--- config.mk ---
export PLATFORM = sky130hd
export DESIGN_NAME = urxes_top
export DESIGN_NICKNAME = d
export VERILOG_FILES = /design/src/verilog/urxes_pkg.sv /design/src/verilog/urxes_top.sv
export SDC_FILE = /design/constraint.sdc
export NUM_CORES = 1
export LEC_CHECK = 0
export ABC_AREA = 1
export BUFFER_PORTS_ARGS = -buffer_cell sky130_fd_sc_hd__buf_2
export CAP_MARGIN = 20
export CORE_MARGIN = 1.5
export CORE_UTILIZATION = 52
export DETAILED_ROUTE_END_ITERATION = 6
export GPL_TIMING_DRIVEN = 1
export PLACE_DENSITY = 0.7
export SYNTH_ARGS = -nofsm -noshare
export SYNTH_HDL_FRONTEND = slang
export SYNTH_SLANG_ARGS = --single-unit
--- constraint.sdc ---
create_clock -name i_clk -period 4.4 [get_ports i_clk]
set_input_delay 0.88 -clock i_clk [delete_from_list [all_inputs] [get_ports i_clk]]
set_output_delay 0.88 -clock i_clk [all_outputs]
set_load 0.005 [all_outputs]
--- src/verilog/urxes_pkg.sv ---
// Package: register map, field layout and constants of the receive error status block
package urxes_pkg;
    // ------------------------------------------------------------------
    // Register offsets
    // ------------------------------------------------------------------
    localparam logic [11:0] URXES_OFF_DATA   = 12'h000;
    localparam logic [11:0] URXES_OFF_STATUS = 12'h004;
    localparam logic [11:0] URXES_OFF_FLAGS  = 12'h018;
    localparam logic [11:0] URXES_OFF_LCR    = 12'h02C;
    localparam logic [11:0] URXES_OFF_INTST  = 12'h040;
    localparam logic [11:0] URXES_OFF_INTMSK = 12'h044;
    // ------------------------------------------------------------------
    // Status field positions (also entry bits 11:8 shifted by 8)
    // ------------------------------------------------------------------
    localparam int URXES_FE_BIT = 0;
    localparam int URXES_PE_BIT = 1;
    localparam int URXES_BE_BIT = 2;
    localparam int URXES_OE_BIT = 3;
    // Line flag positions
    localparam int URXES_BUSY_BIT = 3;
    localparam int URXES_RX_EMPTY_FLAG_BIT = 4;
    localparam int URXES_TX_FULL_FLAG_BIT = 5;
    localparam int URXES_RX_FULL_FLAG_BIT = 6;
    localparam int URXES_TX_EMPTY_FLAG_BIT = 7;
    // Line control positions
    localparam int URXES_PEN_BIT = 1;
    localparam int URXES_EPS_BIT = 2;
    localparam int URXES_FEN_BIT = 4;
    localparam int URXES_SPS_BIT = 7;
    // ------------------------------------------------------------------
    // Reset values
    // ------------------------------------------------------------------
    localparam logic [3:0] URXES_STATUS_RST = 4'h0;
    localparam logic [7:0] URXES_FLAGS_RST  = 8'h90;
    localparam logic [7:0] URXES_LCR_RST    = 8'h00;
    localparam logic [3:0] URXES_MASK_RST   = 4'h0;
    // ------------------------------------------------------------------
    // Geometry
    // ------------------------------------------------------------------
    localparam int URXES_ENTRY_W = 12;
    localparam int URXES_DEPTH   = 16;
endpackage : urxes_pkg

--- src/verilog/urxes_top.sv ---
// Receive error status / error clear block with receive holding FIFO
//
// Our own choice: the strobed register port.
`timescale 1ns/1ps
module urxes_top
    import urxes_pkg::*;
#(
    parameter int DEPTH = URXES_DEPTH
) (
    // Clock and reset
    input  wire logic        i_clk,
    input  wire logic        i_reset_n,
    // Register port
    input  wire logic [11:0] i_addr,
    input  wire logic [31:0] i_wdata,
    input  wire logic        i_wr,
    input  wire logic        i_rd,
    output logic      [31:0] o_rdata,
    // Receive character from the deserialiser (one-cycle strobe)
    input  wire logic        i_char_done,
    input  wire logic [7:0]  i_char_data,
    input  wire logic        i_char_parity,
    input  wire logic        i_char_stop,
    input  wire logic        i_line_break,
    // Transmit side state
    input  wire logic        i_tx_full,
    input  wire logic        i_tx_empty,
    input  wire logic        i_tx_busy,
    // Line control outputs and interrupt
    output logic             o_rx_enable,
    output logic             o_irq
);
    localparam int AW = $clog2(DEPTH);

    typedef struct packed {
        logic [3:0]  status;
        logic [7:0]  lcr;
        logic [3:0]  int_st;
        logic [3:0]  int_mask;
        logic [AW:0] count;
        logic [AW-1:0] rd_ptr;
        logic [AW-1:0] wr_ptr;
        logic        brk_hold;
        logic        brk_d1;
        logic [31:0] rdata;
        logic        irq;
    } urxes_state_t;

    urxes_state_t s_q, s_d;
    logic [URXES_ENTRY_W-1:0] mem_q [DEPTH];

    // ------------------------------------------------------------------
    // Line input synchroniser
    // ------------------------------------------------------------------
    logic brk_s1_q, brk_s2_q;
    always_ff @(posedge i_clk or negedge i_reset_n) begin
        if (!i_reset_n) begin
            brk_s1_q <= 1'b0;
            brk_s2_q <= 1'b0;
        end else begin
            brk_s1_q <= i_line_break;
            brk_s2_q <= brk_s1_q;
        end
    end

    // ------------------------------------------------------------------
    // Derived terms
    // ------------------------------------------------------------------
    logic fifo_en, depth1, full, empty, brk_rise, push, pop, ovr;
    logic exp_par, par_err, frm_err, wr_clr;
    logic rx_ok;
    logic [URXES_ENTRY_W-1:0] entry, top;
    logic [7:0] flags;

    assign fifo_en  = s_q.lcr[URXES_FEN_BIT];
    assign depth1   = fifo_en ? 1'b0 : 1'b1;
    assign full     = depth1 ? (s_q.count != '0) : (s_q.count == (AW+1)'(DEPTH));
    assign empty    = (s_q.count == '0);
    assign brk_rise = brk_s2_q & ~s_q.brk_d1;
    // Stick parity forces the bit to the inverted even-select value
    always_comb begin
        if (s_q.lcr[URXES_SPS_BIT])
            exp_par = ~s_q.lcr[URXES_EPS_BIT];
        else
            exp_par = ^{i_char_data, ~s_q.lcr[URXES_EPS_BIT]};
    end
    assign par_err = s_q.lcr[URXES_PEN_BIT] & (i_char_parity != exp_par);
    assign frm_err = ~i_char_stop;
    // Characters during a break are suppressed until marking and a new start
    // Once the line is marking again, the next character releases the hold
    assign rx_ok   = ~s_q.brk_hold | ~brk_s2_q;
    assign push    = (brk_rise | (i_char_done & rx_ok)) & ~full;
    assign ovr     = (brk_rise | (i_char_done & rx_ok)) & full;
    assign pop     = i_rd & (i_addr == URXES_OFF_DATA) & ~empty;
    assign wr_clr  = i_wr & (i_addr == URXES_OFF_STATUS);
    // Entry: {oe, be, pe, fe, data}; a break stores one zero character
    assign entry   = brk_rise ? {1'b0, 1'b1, 1'b0, 1'b0, 8'h00}
                              : {1'b0, 1'b0, par_err, frm_err, i_char_data};
    assign top     = mem_q[s_q.rd_ptr];
    always_comb begin
        flags = '0;
        flags[URXES_TX_EMPTY_FLAG_BIT] = i_tx_empty;
        flags[URXES_RX_FULL_FLAG_BIT] = full;
        flags[URXES_TX_FULL_FLAG_BIT] = i_tx_full;
        flags[URXES_RX_EMPTY_FLAG_BIT] = empty;
        flags[URXES_BUSY_BIT] = i_tx_busy;
    end

    // ------------------------------------------------------------------
    // Next state
    // ------------------------------------------------------------------
    always_comb begin
        s_d = s_q;
        s_d.brk_d1 = brk_s2_q;
        if (brk_rise)
            s_d.brk_hold = 1'b1;
        else if (!brk_s2_q && i_char_done)
            s_d.brk_hold = 1'b0;
        if (push) begin
            s_d.wr_ptr = depth1 ? s_q.wr_ptr : AW'(s_q.wr_ptr + 1'b1);
        end
        if (pop) begin
            s_d.rd_ptr = depth1 ? s_q.rd_ptr : AW'(s_q.rd_ptr + 1'b1);
        end
        s_d.count = (AW+1)'(s_q.count + (AW+1)'(push) - (AW+1)'(pop));
        // Error clear first so a coincident overrun still sets its bit; a coincident pop's error bits stay cleared
        if (wr_clr)
            s_d.status = '0;
        if (pop) begin
            s_d.status[URXES_BE_BIT:URXES_FE_BIT] = top[10:8];
            if (wr_clr)
                s_d.status[URXES_BE_BIT:URXES_FE_BIT] = '0;
        end
        if (ovr)
            s_d.status[URXES_OE_BIT] = 1'b1;
        // Interrupt status: W1C, set wins over clear
        if (i_wr && i_addr == URXES_OFF_INTST)
            s_d.int_st = s_q.int_st & ~i_wdata[3:0];
        if (ovr)
            s_d.int_st[URXES_OE_BIT] = 1'b1;
        if (push && entry[8 + URXES_BE_BIT])
            s_d.int_st[URXES_BE_BIT] = 1'b1;
        if (push && entry[8 + URXES_PE_BIT])
            s_d.int_st[URXES_PE_BIT] = 1'b1;
        if (push && entry[8 + URXES_FE_BIT])
            s_d.int_st[URXES_FE_BIT] = 1'b1;
        if (i_wr && i_addr == URXES_OFF_INTMSK)
            s_d.int_mask = i_wdata[3:0];
        if (i_wr && i_addr == URXES_OFF_LCR)
            s_d.lcr = i_wdata[7:0];
        s_d.irq = |(s_d.int_st & s_d.int_mask);
        s_d.rdata = '0;
        if (i_rd) begin
            case (i_addr)
                URXES_OFF_DATA:   s_d.rdata = {20'h0, empty ? 12'h000 : top};
                URXES_OFF_STATUS: s_d.rdata = {28'h0, s_q.status};
                URXES_OFF_FLAGS:  s_d.rdata = {24'h0, flags};
                URXES_OFF_LCR:    s_d.rdata = {24'h0, s_q.lcr};
                URXES_OFF_INTST:  s_d.rdata = {28'h0, s_q.int_st};
                URXES_OFF_INTMSK: s_d.rdata = {28'h0, s_q.int_mask};
                default:          s_d.rdata = '0;
            endcase
        end
    end

    always_ff @(posedge i_clk or negedge i_reset_n) begin
        if (!i_reset_n) begin
            s_q.status   <= URXES_STATUS_RST;
            s_q.lcr      <= URXES_LCR_RST;
            s_q.int_st   <= '0;
            s_q.int_mask <= URXES_MASK_RST;
            s_q.count    <= '0;
            s_q.rd_ptr   <= '0;
            s_q.wr_ptr   <= '0;
            s_q.brk_hold <= 1'b0;
            s_q.brk_d1   <= 1'b0;
            s_q.rdata    <= '0;
            s_q.irq      <= 1'b0;
        end else begin
            s_q <= s_d;
        end
    end

    // FIFO storage, written only when not full
    always_ff @(posedge i_clk) begin
        if (push)
            mem_q[s_q.wr_ptr] <= entry;
    end

    assign o_rdata     = s_q.rdata;
    assign o_irq       = s_q.irq;
    assign o_rx_enable = ~s_q.brk_hold;
endmodule : urxes_top

# Word-level counts from Yosys, hierarchy flattened
# Memory sizes are Yosys's and may differ from the RTL's.
# Cells that the tools add are included.
# Widths: inputs -> output; s select.
classes:
  reduce_logical: 18
  addsub: 4
  n_eq_ne: 7
  bitwise_logic: 20
  mux: 20
op_table:
  columns: ["operator", "n"]
  rows:
  - ["$pmux 12 s6", 1]
  - ["$eq 12x7->1 const B", 2]
  - ["$mux 12", 2]
  - ["$eq 12x3->1 const B", 1]
  - ["$eq 12x5->1 const B", 1]
  - ["$eq 12x6->1 const B", 1]
  - ["$logic_not 12->1", 1]
  - ["$mux 4", 3]
  - ["$mux 1", 11]
  - ["$mux 11", 1]
  - ["$reduce_xor 9->1", 1]
  - ["$add 4x1->4 const B", 2]
  - ["$and 1x1->1", 8]
  - ["$and 4x4->4", 2]
  - ["$logic_and 1x1->1", 7]
  - ["$not 1->1", 7]
  - ["$mux 3", 2]
  - ["$reduce_bool 2->1", 3]
  - ["$add 5x1->5", 1]
  - ["$eq 5x5->1 const B", 1]
  - ["$logic_not 5->1", 1]
  - ["$reduce_bool 5->1", 1]
  - ["$sub 5x1->5", 1]
  - ["$not 4->4", 1]
  - ["other kinds (5)", 7]
totals:
  memories: 1
  out_inout_bits: 34
  ramBits: 176
  wordCells: 84
  reg_bits: 70
mem_list:
  columns: ["name", "depth", "word_bits", "read_ports", "rd_clocked_by_memory_dff", "write_ports", "line_no", "rtl"]
  rows:
  - ["mem_q", 16, 11, 1, 0, 1, "urxes_top.sv:50", "logic [URXES_ENTRY_W-1:0] mem_q [DEPTH];"]

# Logic depth before layout (Yosys ltp)
depth:
  ltp_word: 10
  mapped_depth: 17
  depth_no_buf: 17

# Worst setup path before layout
# No wires, ideal clock.
synth_timing:
  path_type: "input -> register"
  startpoint: "input port i_addr[1]"
  endpoint: "register s_q[47] (netlist bit)"
  t_arrival_ns: 2.851
  stages: 13
  required_ns: 4.321
  path_buffers: 0
  setup_slack_ns: 1.469
  path_cell_list: "or2_1 -> nor3_2 -> nand2_2 -> nor2_8 -> nand2_2 -> nor2_1 -> inv_1 -> nand2_1 -> ha_1 -> inv_1 -> fa_1 -> o21ai_0 -> xor2_1"
synth_rtl:
  columns: ["element", "line_no", "rtl"]
  rows:
  - ["from (decl)", "urxes_top.sv:14", "input wire logic [11:0] i_addr,"]
  - ["to (decl)", "urxes_top.sv:49", "urxes_state_t s_q, s_d;"]

==> flow_summary.toml <==
[logic_synthesis]
top_post_synthesis_cells_by_area = "edfxtp_1, dfrtp_1, nor2_1"
netlist_top_cells_count = "edfxtp_1, nor2_1, nand2_1, o21ai_0, inv_1"
netlist-cell-type-count = 47
yosys.area.top_type_share = 0.5364
cell_taking_the_most_area_after_synthesis = "edfxtp_1"
syn_area_per_cell_um2 = 11.44
async_flop_share = 0.2178
post_syn_instances = 861
synthMostInstantiatedCell = "edfxtp_1"
ys_dominant_reg_cell = "edfxtp_1"
yosys_warnings = 0
synth-seq-cells = 225
ys_seq_area_frac = 0.6609
synthesis.area_um2 = 9852
count_of_flip_flops_with_a_built_in_enable_after_synthesis = 176

[layout]
flow.area_growth_from_synthesis_pct = 12.26
fraction_of_the_core_area_covered_by_cells_at_the_end_of_the_flow = 0.5932
nNetsFinal = 988
num_antenna_cells = 0
drive_gt1_frac = 0.1505
instances_no_fill = 1164

[floorplanning]
rows = 50
die_footprint_um2 = 19780
fp.dieW_um = 140.6
io_pins = 97
dieHeight_um = 140.6
coreArea_um2 = 18640
initial_core_util = 0.5285

[clock_network]
clock_sink_count = 225
root_buffer = "clkbuf_16"
cts_setup_buffers = 0
cts-buffers-inserted = 23
holdBufCountCts = 0
tritoncts = "yes"
cts_repair_resize_count = 0
cts.clk_slew.worst_paths_ps = 60
clockBufferDepth = 3
cts_max_level = 1
worst_skew_late_latency_ps = 500

[run]
cap_viol_max_count = 0

[worst_setup_path]
crit_path_start_kind = "primary input"
critPathCaptureType = "flip-flop"
timing.rr.start = "s_q[46]$_DFF_PN0_"
timing.critical_path.slowest_stage_cell = "fa_1"
timing.critical_path.fanout_max = 10
ff2ff_path_depth = 14
reg_to_reg_end = "s_q[47]$_DFF_PN0_"
worstSetupPathType = "primary input to flip-flop"
worstPathArrival_ps = 3290
worst_setup_path_startpoint = "i_addr[1]"
worst_setup_path_endpoint = "s_q[47]$_DFF_PN0_"
cp_data_required_time_ps = 4810
reg_to_reg_setup_timing_slack_ps = 1740
path_cells = "buf_2 -> or2_1 -> nor3_2 -> nand2_2 -> nor2_8 -> nand2_2 -> nor2_1 -> inv_1 -> nand2_1 -> ha_1 -> inv_1 -> fa_1 -> o21ai_0 -> xor2_1"
slowest_delay_ps = 390

[timing]
timing.final.crit_period_ps = 2876
period_share = 0.6536
hold_violations = 0
slew-limit-headroom = 0.3274
finClkSkew_ps = 13.24
fmax_mhz = 347.7
timing_worst_slew_pin_value_ps = 1005
setup_repair_after_global_routing_missed_its_margin = "no"
report.final.slew_viol_count = 0
setup_violations = 0
setup_tns_final_ps = 0

[global_route]
track_usage = 0.2216
grt_start_max_net_pins = 91
grt_pass1_vias = 6218
antenna_violations_before_repair = 0
grt_remaining_overflow = 0
grt_pass1_wl_um = 33390

[place]
dpl.cell_count = 1121
place.gp.congestion = 0.8363
detailedPlacementHpwl_um = 13030
io_buffers = 51

[pwr]
ir_drop_mv = 0.2805
p_per_area_nw_per_um2 = 413.9
static-leakage-power_nw = 4.349

[detailed_routing]
drt-initial-drc-count = 573
route.detailed.drc = 0
detailroute.via_count = 6462
drt_pass1_iterations = 5
drt-total-wl_um = 21280
vias_per_cell = 5.552
detail_route.wl_per_cell_um = 18.28
antenna_violating_nets_post_route = 0

[worst_hold_path]
timing.hold.worst_path_depth = 0
worst_hold_check_path_type = "flip-flop to flip-flop"

[status]
status = "finished, final reports clean"
-- routing by layer --
metal / global-route usage / vias to the layer above / part of all wire
li1: - / 3071 / -
met1: 0.3182 / 3149 / 0.44
met2: 0.3511 / 203 / 0.47
met3: 0.03193 / 39 / 0.059
met4: 0.07456 / 0 / 0.028
met5: 0 / - / 0
-- through the flow --
step | area (µm²) | worst slack, ps | hold slack, ps | total power [mW]
2_1_floorplan | 9927 | 1469 | 331.2 | 2.563
3_3_place_gp | 10260 | 1047 | 336.1 | 2.623
3_5_place_dp | 10260 | 1028 | 341.2 | 2.632
4_1_cts | 11040 | 1524 | 356.1 | 4.611
5_1_grt | 11060 | 1321 | 383.5 | 4.736
6_report | 11060 | 1524 | 355.2 | 4.577
-- area by class of cell --
type / instances / area, µm²
fillers: 1502 / 7584
flip-flops and latches: 225 / 6514
multi-input cells: 530 / 2795
clock buffers: 32 / 659.4
repair buffers: 76 / 459.2
well taps: 234 / 292.8
inverters: 58 / 217.7
clock inverters: 9 / 121.4
-- state kept, by name (all words and copies together) (netlist names) --
signal / count
brk_s2_q: 1
mem_q: 176
s_q: 34
brk_s1_q: 1
fifo_en: 1
o_rdata: 11
o_irq: 1
-- worst min path at each step --
stage	startpoint	to	slack, ps
after CTS	brk_s1_q$_DFF_PN0_	brk_s2_q$_DFF_PN0_	360
final	brk_s1_q$_DFF_PN0_	brk_s2_q$_DFF_PN0_	360
after global placement	brk_s1_q$_DFF_PN0_	brk_s2_q$_DFF_PN0_	340
after floorplan	brk_s1_q$_DFF_PN0_	brk_s2_q$_DFF_PN0_	330
after global routing	brk_s1_q$_DFF_PN0_	brk_s2_q$_DFF_PN0_	380
after detailed placement	brk_s1_q$_DFF_PN0_	brk_s2_q$_DFF_PN0_	340
-- critical path: cells and delay by family --
family / cells / cell delay (ps)
compound gates: 1 / 230
xor+xnor: 1 / 170
buf+inv: 3 / 230
simple gates: 7 / 1240
fa+ha+maj: 2 / 540
-- cells by family (layout without fill, tap and decap cells) --
group / Yosys count / after routing / synth area share
flops: 225 / 225 / 0.6609
buf+inv: 126 / 175 / 0.06299
fa+ha+maj: 11 / 11 / 0.01473
compound gates: 145 / 145 / 0.09398
simple gates: 325 / 325 / 0.1398
other cells: 1 / 21 / 0.0003806
xor+xnor: 15 / 15 / 0.01333
mux: 13 / 13 / 0.01384
-- where the power goes --
part | leakage, nW | internal [mW] | switching (mW)
logic | 1.75 | 0.0871 | 0.152
registers | 2.21 | 2.33 | 0.0207
clock network | 0.384 | 1.22 | 0.770
-- placed cells by master, fill, tap and decap left out, drive strengths merged, types with 11 or more instances in the layout --
cell,synthesis,routed
edfxtp,176,176
conb,1,21
dfrtp,49,49
nor2,164,164
a21oi,11,11
o21ai,78,78
inv,57,57
nand3,34,34
o32ai,35,35
clkbuf,17,32
xor2,11,11
buf,51,76
nand2,114,114
(Power assumes the default switching activity.)
